==> config.mk <==
export PLATFORM = sky130hd
export DESIGN_NAME = dibs_top
export DESIGN_NICKNAME = d
export VERILOG_FILES = /design/src/dibs_pkg.sv /design/src/dibs_fdec.sv /design/src/dibs_top.sv
export VERILOG_INCLUDE_DIRS = /design/src
export SDC_FILE = /design/constraint.sdc
export NUM_CORES = 1
export LEC_CHECK = 0
export ABC_AREA = 0
export ABC_CLOCK_PERIOD_IN_PS = 5700
export BUFFER_PORTS_ARGS = -buffer_cell sky130_fd_sc_hd__buf_2
export CORE_MARGIN = 2
export CORE_UTILIZATION = 30
export DETAILED_ROUTE_END_ITERATION = 8
export GPL_TIMING_DRIVEN = 0
export PLACE_DENSITY = 0.49
export SYNTH_ARGS = -nofsm -noshare
export SYNTH_HDL_FRONTEND = slang
export SYNTH_SLANG_ARGS = --single-unit
==> constraint.sdc <==
create_clock -name clk -period 5.7 [get_ports clk]
set_input_delay 1.14 -clock clk [delete_from_list [all_inputs] [get_ports clk]]
set_output_delay 1.14 -clock clk [all_outputs]
set_load 0.1 [all_outputs]
==> src/dibs_defines.svh <==
// constants for the dual i/o bus select sequencer
`ifndef DIBS_DEFINES_SVH
`define DIBS_DEFINES_SVH
`define DIBS_CLK_HZ 10000000
`define DIBS_PHI_HZ 2000000
`define DIBS_REG_CFG 8'h00
`define DIBS_REG_STAT 8'h04
`define DIBS_CFG_RST 10'h000
`define DIBS_CFG_A_LSB 0
`define DIBS_CFG_B_LSB 4
`define DIBS_CFG_SWAPSRC 8
`define DIBS_CFG_MODE2 9
`define DIBS_ROM_STAT_FN 4'h0
`define DIBS_ROM_PAR_FN 4'h7
`define DIBS_INTA_M0_FILL 8'hC7
`endif

==> src/dibs_pkg.sv <==
// types for the dual i/o bus select sequencer
package dibs_pkg;
  typedef enum logic [2:0] {
    DIBS_IDLE,
    DIBS_SYNC,
    DIBS_XFER,
    DIBS_RDY,
    DIBS_DONE
  } dibs_seq_t;

  typedef struct packed {
    logic [7:0] addr1;
    logic [7:0] addr2;
    logic [9:0] ctl1;
    logic [9:0] ctl2;
    logic [7:0] dout1;
    logic [7:0] dout2;
    logic [7:0] ib1;
    logic [7:0] ib2;
    logic m1_prev;
    logic [3:0] cnt;
    logic phi1;
    logic phi2;
    logic [9:0] cfg;
    logic sel_a;
    logic sel_b;
    logic rev;
    logic en_a;
    logic en_b;
    logic inta;
    logic rd_cyc;
    dibs_seq_t seq;
    logic ce_a;
    logic ce_b;
    logic [3:0] func;
    logic par_n;
    logic sync;
    logic [7:0] ibus_o;
    logic ibus_oe;
    logic d0a;
    logic d0b;
    logic gate;
    logic [7:0] din;
    logic din_oe;
    logic host_wait;
    logic pri_out;
    logic [31:0] prdata;
    logic pready;
    logic pslverr;
  } dibs_state_t;
endpackage

==> src/dibs_fdec.sv <==
// function decode rom: controller function address and bus control strobes
`timescale 1ns/100ps
module dibs_fdec
  import dibs_pkg::*;
(
  input wire logic en,
  input wire logic [3:0] nib,
  input wire logic wo_n,
  output logic [3:0] func,
  output logic par_n,
  output logic stat_n,
  output logic wr_n,
  output logic rd_n
);
`include "dibs_defines.svh"

  always_comb begin
    func = en ? nib : 4'h0;
    par_n = !(en && nib == `DIBS_ROM_PAR_FN);
    stat_n = !(en && wo_n && nib == `DIBS_ROM_STAT_FN);
    wr_n = !(en && !wo_n);
    rd_n = !(en && wo_n);
  end
endmodule

==> src/dibs_top.sv <==
// bus select, phase clock, sequencer and priority glue for two i/o controllers
`timescale 1ns/100ps
module dibs_top
  import dibs_pkg::*;
#(
  parameter int CLK_HZ = `DIBS_CLK_HZ,
  parameter int PHI_HZ = `DIBS_PHI_HZ
) (
  input wire logic clk,
  input wire logic srst,
  input wire logic [7:0] paddr,
  input wire logic psel,
  input wire logic penable,
  input wire logic pwrite,
  input wire logic [31:0] pwdata,
  output logic [31:0] prdata,
  output logic pready,
  output logic pslverr,
  input wire logic [7:0] s_addr,
  input wire logic s_out,
  input wire logic s_inp,
  input wire logic s_wo_n,
  input wire logic s_inta,
  input wire logic s_m1,
  input wire logic [7:0] s_dout,
  output logic [7:0] s_din,
  output logic s_din_oe,
  output logic host_wait,
  input wire logic pri_in,
  output logic pri_out,
  output logic phi1_clk,
  output logic phase_two_logic_clock,
  output logic ce_a,
  output logic ce_b,
  output logic [3:0] func_addr,
  output logic par_strobe_n,
  output logic chip_sync,
  input wire logic [7:0] ibus_i,
  output logic [7:0] ibus_o,
  output logic ibus_oe,
  output logic d0a,
  output logic d0b,
  output logic latch_gate,
  input wire logic int_req_a,
  input wire logic int_req_b,
  input wire logic rev_pin,
  input wire logic pa_msb
);
`include "dibs_defines.svh"

  localparam int DIV = CLK_HZ / PHI_HZ;
  localparam int HALF = (DIV - 1) / 2;
  localparam logic [3:0] CNT_LAST = 4'(DIV - 1);
  localparam logic [3:0] CNT_RISE = 4'(HALF - 1);
  localparam logic [3:0] CNT_FALL = 4'(2 * HALF - 1);
  localparam logic [3:0] CNT_HALF = 4'(HALF);
  localparam logic [3:0] CNT_TWO = 4'(2 * HALF);
  // synchronised control bit positions
  localparam int C_OUT = 0;
  localparam int C_INP = 1;
  localparam int C_WON = 2;
  localparam int C_INTA = 3;
  localparam int C_M1 = 4;
  localparam int C_PRI = 5;
  localparam int C_IRQA = 6;
  localparam int C_IRQB = 7;
  localparam int C_REV = 8;
  localparam int C_PAM = 9;

  if (DIV < 4 || DIV > 15) begin : g_div_check
    $error("board clock must be 4 to 15 times the phase clock");
  end

  function automatic logic addr_match(input logic [3:0] nib, input logic [3:0] sw);
    addr_match = &(~(nib ^ sw));
  endfunction

  // status bit select: identity arrangement of controller flags
  function automatic logic [7:0] stat_arrange(input logic [7:0] b);
    stat_arrange = b;
  endfunction

  dibs_state_t s;
  dibs_state_t next_s;
  logic [3:0] rom_func;
  logic rom_par_n;
  logic rom_stat_n;
  logic rom_wr_n;
  logic rom_rd_n;

  ////////////////////////////////////////////////////////////////////////////
  // function decode rom

  dibs_fdec i_dibs_fdec (
    .en(s.sel_a || s.sel_b),
    .nib(s.addr2[3:0]),
    .wo_n(s.ctl2[C_WON]),
    .func(rom_func),
    .par_n(rom_par_n),
    .stat_n(rom_stat_n),
    .wr_n(rom_wr_n),
    .rd_n(rom_rd_n)
  );

  ////////////////////////////////////////////////////////////////////////////
  // next state

  always_comb begin
    logic io;
    logic match_a;
    logic match_b;
    logic rise;
    logic fall;
    logic req;
    logic acc;
    logic swap_sel;
    io = 1'b0;
    match_a = 1'b0;
    match_b = 1'b0;
    rise = 1'b0;
    fall = 1'b0;
    req = 1'b0;
    acc = 1'b0;
    swap_sel = 1'b0;
    next_s = s;

    // two-flop synchronisers on every pin input except the apb bus
    next_s.addr1 = s_addr;
    next_s.addr2 = s.addr1;
    next_s.ctl1 = {pa_msb, rev_pin, int_req_b, int_req_a, pri_in, s_m1, s_inta, s_wo_n,
                   s_inp, s_out};
    next_s.ctl2 = s.ctl1;
    next_s.dout1 = s_dout;
    next_s.dout2 = s.dout1;
    next_s.ib1 = ibus_i;
    next_s.ib2 = s.ib1;
    next_s.m1_prev = s.ctl2[C_M1];

    // phase clock divider
    next_s.cnt = (s.cnt == CNT_LAST) ? 4'h0 : s.cnt + 4'h1;
    next_s.phi1 = next_s.cnt < CNT_HALF;
    next_s.phi2 = next_s.cnt >= CNT_HALF && next_s.cnt < CNT_TWO;
    rise = s.cnt == CNT_RISE;
    fall = s.cnt == CNT_FALL;

    // base address compare and exclusion
    io = s.ctl2[C_OUT] || s.ctl2[C_INP];
    match_a = addr_match(s.addr2[7:4], s.cfg[`DIBS_CFG_A_LSB +: 4]);
    match_b = addr_match(s.addr2[7:4], s.cfg[`DIBS_CFG_B_LSB +: 4]);
    next_s.sel_a = match_a && io;
    next_s.sel_b = match_b && io && !next_s.sel_a;

    // address reversal source and chip enables
    swap_sel = s.cfg[`DIBS_CFG_SWAPSRC] ? s.ctl2[C_PAM] : s.ctl2[C_REV];
    next_s.rev = !swap_sel;
    next_s.ce_a = swap_sel ? s.sel_a : s.sel_b;
    next_s.ce_b = swap_sel ? s.sel_b : s.sel_a;

    // priority chain: chip enables resolved at each machine cycle one, priority out and acknowledge updated every clock
    if (s.ctl2[C_M1] && !s.m1_prev) begin
      next_s.en_a = s.ctl2[C_IRQA] && s.ctl2[C_PRI];
      next_s.en_b = s.ctl2[C_IRQB] && s.ctl2[C_PRI] && !s.ctl2[C_IRQA];
    end
    next_s.pri_out = s.ctl2[C_PRI] && !s.ctl2[C_IRQA] && !s.ctl2[C_IRQB];
    next_s.inta = s.ctl2[C_INTA] && (s.en_a || s.en_b);

    // function rom outputs
    next_s.func = rom_func;
    next_s.par_n = rom_par_n;
    next_s.rd_cyc = !rom_rd_n;

    // sequencer
    req = s.sel_a || s.sel_b || s.inta;
    if (!req) begin
      next_s.seq = DIBS_IDLE;
    end else begin
      unique case (s.seq)
        DIBS_IDLE: begin
          if (fall) begin
            next_s.seq = DIBS_SYNC;
          end
        end
        DIBS_SYNC: begin
          if (rise) begin
            next_s.seq = DIBS_XFER;
          end
        end
        DIBS_XFER: begin
          if (fall) begin
            next_s.seq = DIBS_RDY;
          end
        end
        DIBS_RDY: begin
          if (rise) begin
            next_s.seq = DIBS_DONE;
          end
        end
        DIBS_DONE: begin
          next_s.seq = DIBS_DONE;
        end
      endcase
    end
    next_s.sync = next_s.seq == DIBS_SYNC;

    // internal bus: status during sync, host data during write transfer
    next_s.ibus_oe = 1'b0;
    next_s.ibus_o = 8'h00;
    next_s.d0a = 1'b0;
    next_s.d0b = 1'b0;
    if (next_s.seq == DIBS_SYNC) begin
      next_s.ibus_oe = 1'b1;
      next_s.ibus_o = {6'h00, !rom_rd_n, 1'b0};
      next_s.d0a = s.inta && s.en_a;
      next_s.d0b = s.inta && s.en_b;
    end else if (next_s.seq != DIBS_IDLE && !rom_wr_n) begin
      next_s.ibus_oe = 1'b1;
      next_s.ibus_o = s.dout2;
      next_s.d0a = s.dout2[0];
      next_s.d0b = s.dout2[0];
    end

    // read latch path select
    next_s.gate = next_s.seq == DIBS_RDY;
    if (s.seq == DIBS_RDY) begin
      if (s.inta) begin
        next_s.din = s.cfg[`DIBS_CFG_MODE2] ?
            {s.cfg[`DIBS_CFG_A_LSB + 1 +: 3], s.en_b, s.ib2[5:3], 1'b0} :
            (`DIBS_INTA_M0_FILL | {2'b00, s.ib2[5:3], 3'b000});
      end else if (!rom_stat_n) begin
        next_s.din = stat_arrange(s.ib2);
      end else begin
        next_s.din = s.ib2;
      end
    end
    next_s.din_oe = (s.ctl2[C_INP] && (s.sel_a || s.sel_b)) || s.inta;
    next_s.host_wait = req && next_s.seq != DIBS_RDY && next_s.seq != DIBS_DONE;

    // apb slave: answer in the first access cycle
    acc = psel && penable && s.pready;
    if (acc && pwrite && paddr == `DIBS_REG_CFG) begin
      next_s.cfg = pwdata[9:0];
    end
    next_s.pready = psel && !penable;
    next_s.pslverr = psel && !penable && paddr != `DIBS_REG_CFG && paddr != `DIBS_REG_STAT;
    next_s.prdata = 32'h0000_0000;
    if (psel && !penable && !pwrite) begin
      if (paddr == `DIBS_REG_CFG) begin
        next_s.prdata = {22'h000000, s.cfg};
      end else if (paddr == `DIBS_REG_STAT) begin
        next_s.prdata = {22'h000000, s.rev, s.inta, s.en_b, s.en_a, s.sel_b, s.sel_a,
                         s.host_wait, s.seq};
      end
    end
  end

  always_ff @(posedge clk) begin
    if (srst) begin
      s <= '0;
      s.cfg <= `DIBS_CFG_RST;
    end else begin
      s <= next_s;
    end
  end

  ////////////////////////////////////////////////////////////////////////////
  // outputs

  assign prdata = s.prdata;
  assign pready = s.pready;
  assign pslverr = s.pslverr;
  assign s_din = s.din;
  assign s_din_oe = s.din_oe;
  assign host_wait = s.host_wait;
  assign pri_out = s.pri_out;
  assign phi1_clk = s.phi1;
  assign phase_two_logic_clock = s.phi2;
  assign ce_a = s.ce_a;
  assign ce_b = s.ce_b;
  assign func_addr = s.func;
  assign par_strobe_n = s.par_n;
  assign chip_sync = s.sync;
  assign ibus_o = s.ibus_o;
  assign ibus_oe = s.ibus_oe;
  assign d0a = s.d0a;
  assign d0b = s.d0b;
  assign latch_gate = s.gate;

  ////////////////////////////////////////////////////////////////////////////
  // assertions

  localparam int PDIV = DIV;
endmodule

==> metrics list <==
- Clock tree root driver cell: clkbuf_16
- Boundary pin count: around 150
* Final number of setup-violating endpoints: 0
* Setup crit start: s_din[7]
- The count of pins over their slew limit was 0.
- In the synthesized netlist the async set-or-reset flop fraction comes to 0.
- Gates resized during post-CTS repair numbered 0.
- In the final layout, the multi-input gates occupy between 1500 and 2000 sq um.
* Chip height: ~130 microns
- Number of hold-slack violations in the final timing report: 0
- On the critical path the largest part of the delay comes from buffers and inverters.
- At the end of routability-driven placement, the weighted congestion stood at ~0.76.
* Count of synthesis-stage warnings from yosys: 0
- In this run the cell area measured after placement is around 5800 sq um.
- The startpoint identified for the worst register-to-register timing path is s[87].
- Setup slack after layout: around 3200 ps
- Final hold analysis gives a worst-case slack of about 430 ps.
* Drt first-iter violations: roughly 160
* Required time at the endpoint of the critical path: around 4600 ps
* Number of buffers added by the clock tree synthesis step: 17
- Final routed DRC violation total: 0
* Number of distinct library cell variants in the gate-level netlist after synthesis: 48
- IR drop worst, VDD: a little over 0.2 mV
* Unrepaired setup endpoints after global routing: false
- Buffers & Inverters on Critical Path: 2
- Dividing the final minimum period by the clock period gives 0.4309.
- Ratio of routed vias to standard cells: 4.099
* Synthesized netlist cell count: around 480
- Maximum number of pins on one net before global-route repair: 17
- The min-delay analysis places its worst path in the category register to register.
- CP max stage delay: 410 ps
- FF-to-FF setup slack: about 3500 ps
- Antenna diode count: 0
- Number of sinks on the clock net: 137
- OpenSTA, run right after detailed placement, puts the worst setup slack at 3007 ps.
- Timing would allow up to slightly above 400 MHz.
- Combined global-route utilization of all metal layers: 0.1267
* TritonCTS clock tree: done
* Maximum root-to-sink buffer count: 2
- DR vias: roughly 3500
- Worst Max-Slew Pin Slew: 767.9 ps
- Leakage component of the power: 0.002967 uW
* Time the final worst path needs with I/O delays and setup: 2456 ps
- In the post-synthesis netlist, the biggest area contributors are dfxtp_1, nor2b_1, buf_4.
- The die covers ~18000 sq um.
* Slew Limit Headroom: 0.4881
- Seq/Total Area, Yosys: 0.5551
- The count of cells in the finished layout, fillers not included, comes to 848.
- The worst setup path is launched from a register.
* Vias in the first global route: 3393
- Routed WL per cell: about 13 microns
- Share of Yosys cell area claimed by the top area cell type: 0.5551
- The routed design has roughly 11 mm of wire.
- The wire-length estimate of the detail-placed layout is approximately 8 mm.
- Number of synthesized flops with an enable pin: 0
- Area of the core region: approximately 16000 sq um
- Of the cells placed in the final design, the portion with a size suffix greater than 1 is 0.3070.
- Yosys instantiated no cell more often than dfxtp_1.
- Clock latency reported for the late side of the worst-skew pair: 410 ps
* Count of buffers inserted at the top-level ports: 101
- The number of antenna violations at the first check in global routing is 0.
- By count the netlist is led by dfxtp_1, nor2b_1, buf_4, nor2_1, mux2i_1.
- Final non-filler cell area: 6429 sq um
- In this run the most critical hold path is launched from s[131].
- Once placement completed, the tool counted placed cells totaling a little over 800.
* Total of hold buffers inserted after clock tree synthesis: 0
- Post-DRT Antenna Nets: 0
- Cell type with the largest total area after synthesis: dfxtp_1
- First-pass detailed-route iteration total: 4
- The critical path goes through buf_4, buf_2.
* Growth of design area from synthesis to finish: 30.11%
* Setup fix buffers added after clock tree synthesis: 0
* Top flip-flop cell by instance count after synthesis: dfxtp_1
- The H-tree was split into 4 levels.
* Worst Setup Path Type: register to primary output
- After global routing the overflow that remains totals 0.
- Max-cap violations: 0
- After synthesis the netlist holds a flip-flop and latch count of approximately 140.
* Die span in x: 132.3 microns
* Clock skew after layout: about 5.3 ps
* Final setup TNS: 0 ps
- Data on the critical path arrives at its endpoint at ~1300 ps.
- For this configuration, the core starts out at a cell density of 0.3088.
- After synthesis, the mean cell area works out to 10.34 sq um.
- The flow ran to the end, and the final reports show no timing, DRC or antenna violations.
- The cell area that synthesis handed to floorplanning was a little under 5000 sq um.
- In the final design database the tool counted approximately 700 nets.
* Cell Pwr Density: 367.4 nW/um^2
* Fillcell total: roughly 1700
- Registers take 2743 sq um.
- In this run the core area contains 46 standard-cell rows.
* Highest-delay cell along the critical path: buf_2
- Of all nets on the critical path, the largest fanout is 2.
- After clock tree synthesis, the clock-pin slew on the worst setup and hold paths is 60 ps.
* Global-route wire length before repair: 17.02 mm
- The worst setup path is captured at a primary output.
==> routing by layer <==
metal,vias up,track usage,part of all wire
met4,0,0.05018,0.014
met1,1584,0.1562,0.46
li1,1795,-,-
met3,11,0.03922,0.043
met2,86,0.2067,0.48
met5,-,0,0
==> kinds of logic (layout without fill, tap and decap cells) <==
group	Yosys count	in the layout	synth area share
other	1	22	0.0007590
multiplexers	25	25	0.05090
XOR/XNOR	8	8	0.01418
AND/OR/NAND/NOR	190	190	0.2165
adder cells (fa/ha/maj)	3	3	0.007598
flip-flops	137	137	0.5551
AO/OA/AOI/OAI	37	37	0.05546
buffers and inverters	77	210	0.09952
==> registers in the layout, summed over array words and instances (netlist names), 4 cells and up <==
| signal | flops |
|---|---|
| s | 57 |
| next_s | 35 |
| prdata | 10 |
| ibus_o | 8 |
| s_din | 8 |
| func_addr | 4 |
==> stage by stage <==
step	total power (uW)	util
floorplan	1174	-
global placement	1216	0.3622
detailed placement	1218	0.3622
CTS	2390	0.4018
global route	2452	0.4018
finish	2362	0.4018
==> worst paths after layout <==
path | to | depth (start not counted)
min | pri_out | 1
min reg2reg | pri_out | 1
max | s_din[7] | 2
max reg2reg | host_wait | 5
==> where the power goes <==
part | total [uW] | internal, uW | switching (uW) | leakage, uW
sequential | 1000 | 988 | 12.5 | 0.00112
combinational | 196 | 54.9 | 141 | 0.00154
clock | 1160 | 773 | 392 | 0.000311
==> final cells by class <==
cell class | count | area share
Sequential cell | 137 | 0.4266
Multi-Input combinational cell | 285 | 0.2777
Timing Repair Buffer | 101 | 0.07863
Buffer | 72 | 0.07357
Clock buffer | 19 | 0.06734
Tap cell | 216 | 0.04204
Clock inverter | 13 | 0.03114
Inverter | 5 | 0.002919
==> placed cells by master, fill, tap and decap left out, types with 6 or more instances in the layout <==
cell type,Yosys,layout
dfxtp_1,137,137
buf_2,0,101
nor2b_1,78,78
buf_4,52,52
nor2_1,43,43
mux2i_1,24,24
conb_1,1,22
clkbuf_1,17,19
clkbuf_16,0,17
nand2_1,15,15
a21oi_1,12,12
and3_1,8,8
and2_1,7,7
nand3_1,7,7
xnor2_1,6,6
Note: power is estimated with default switching activity, not from simulation.
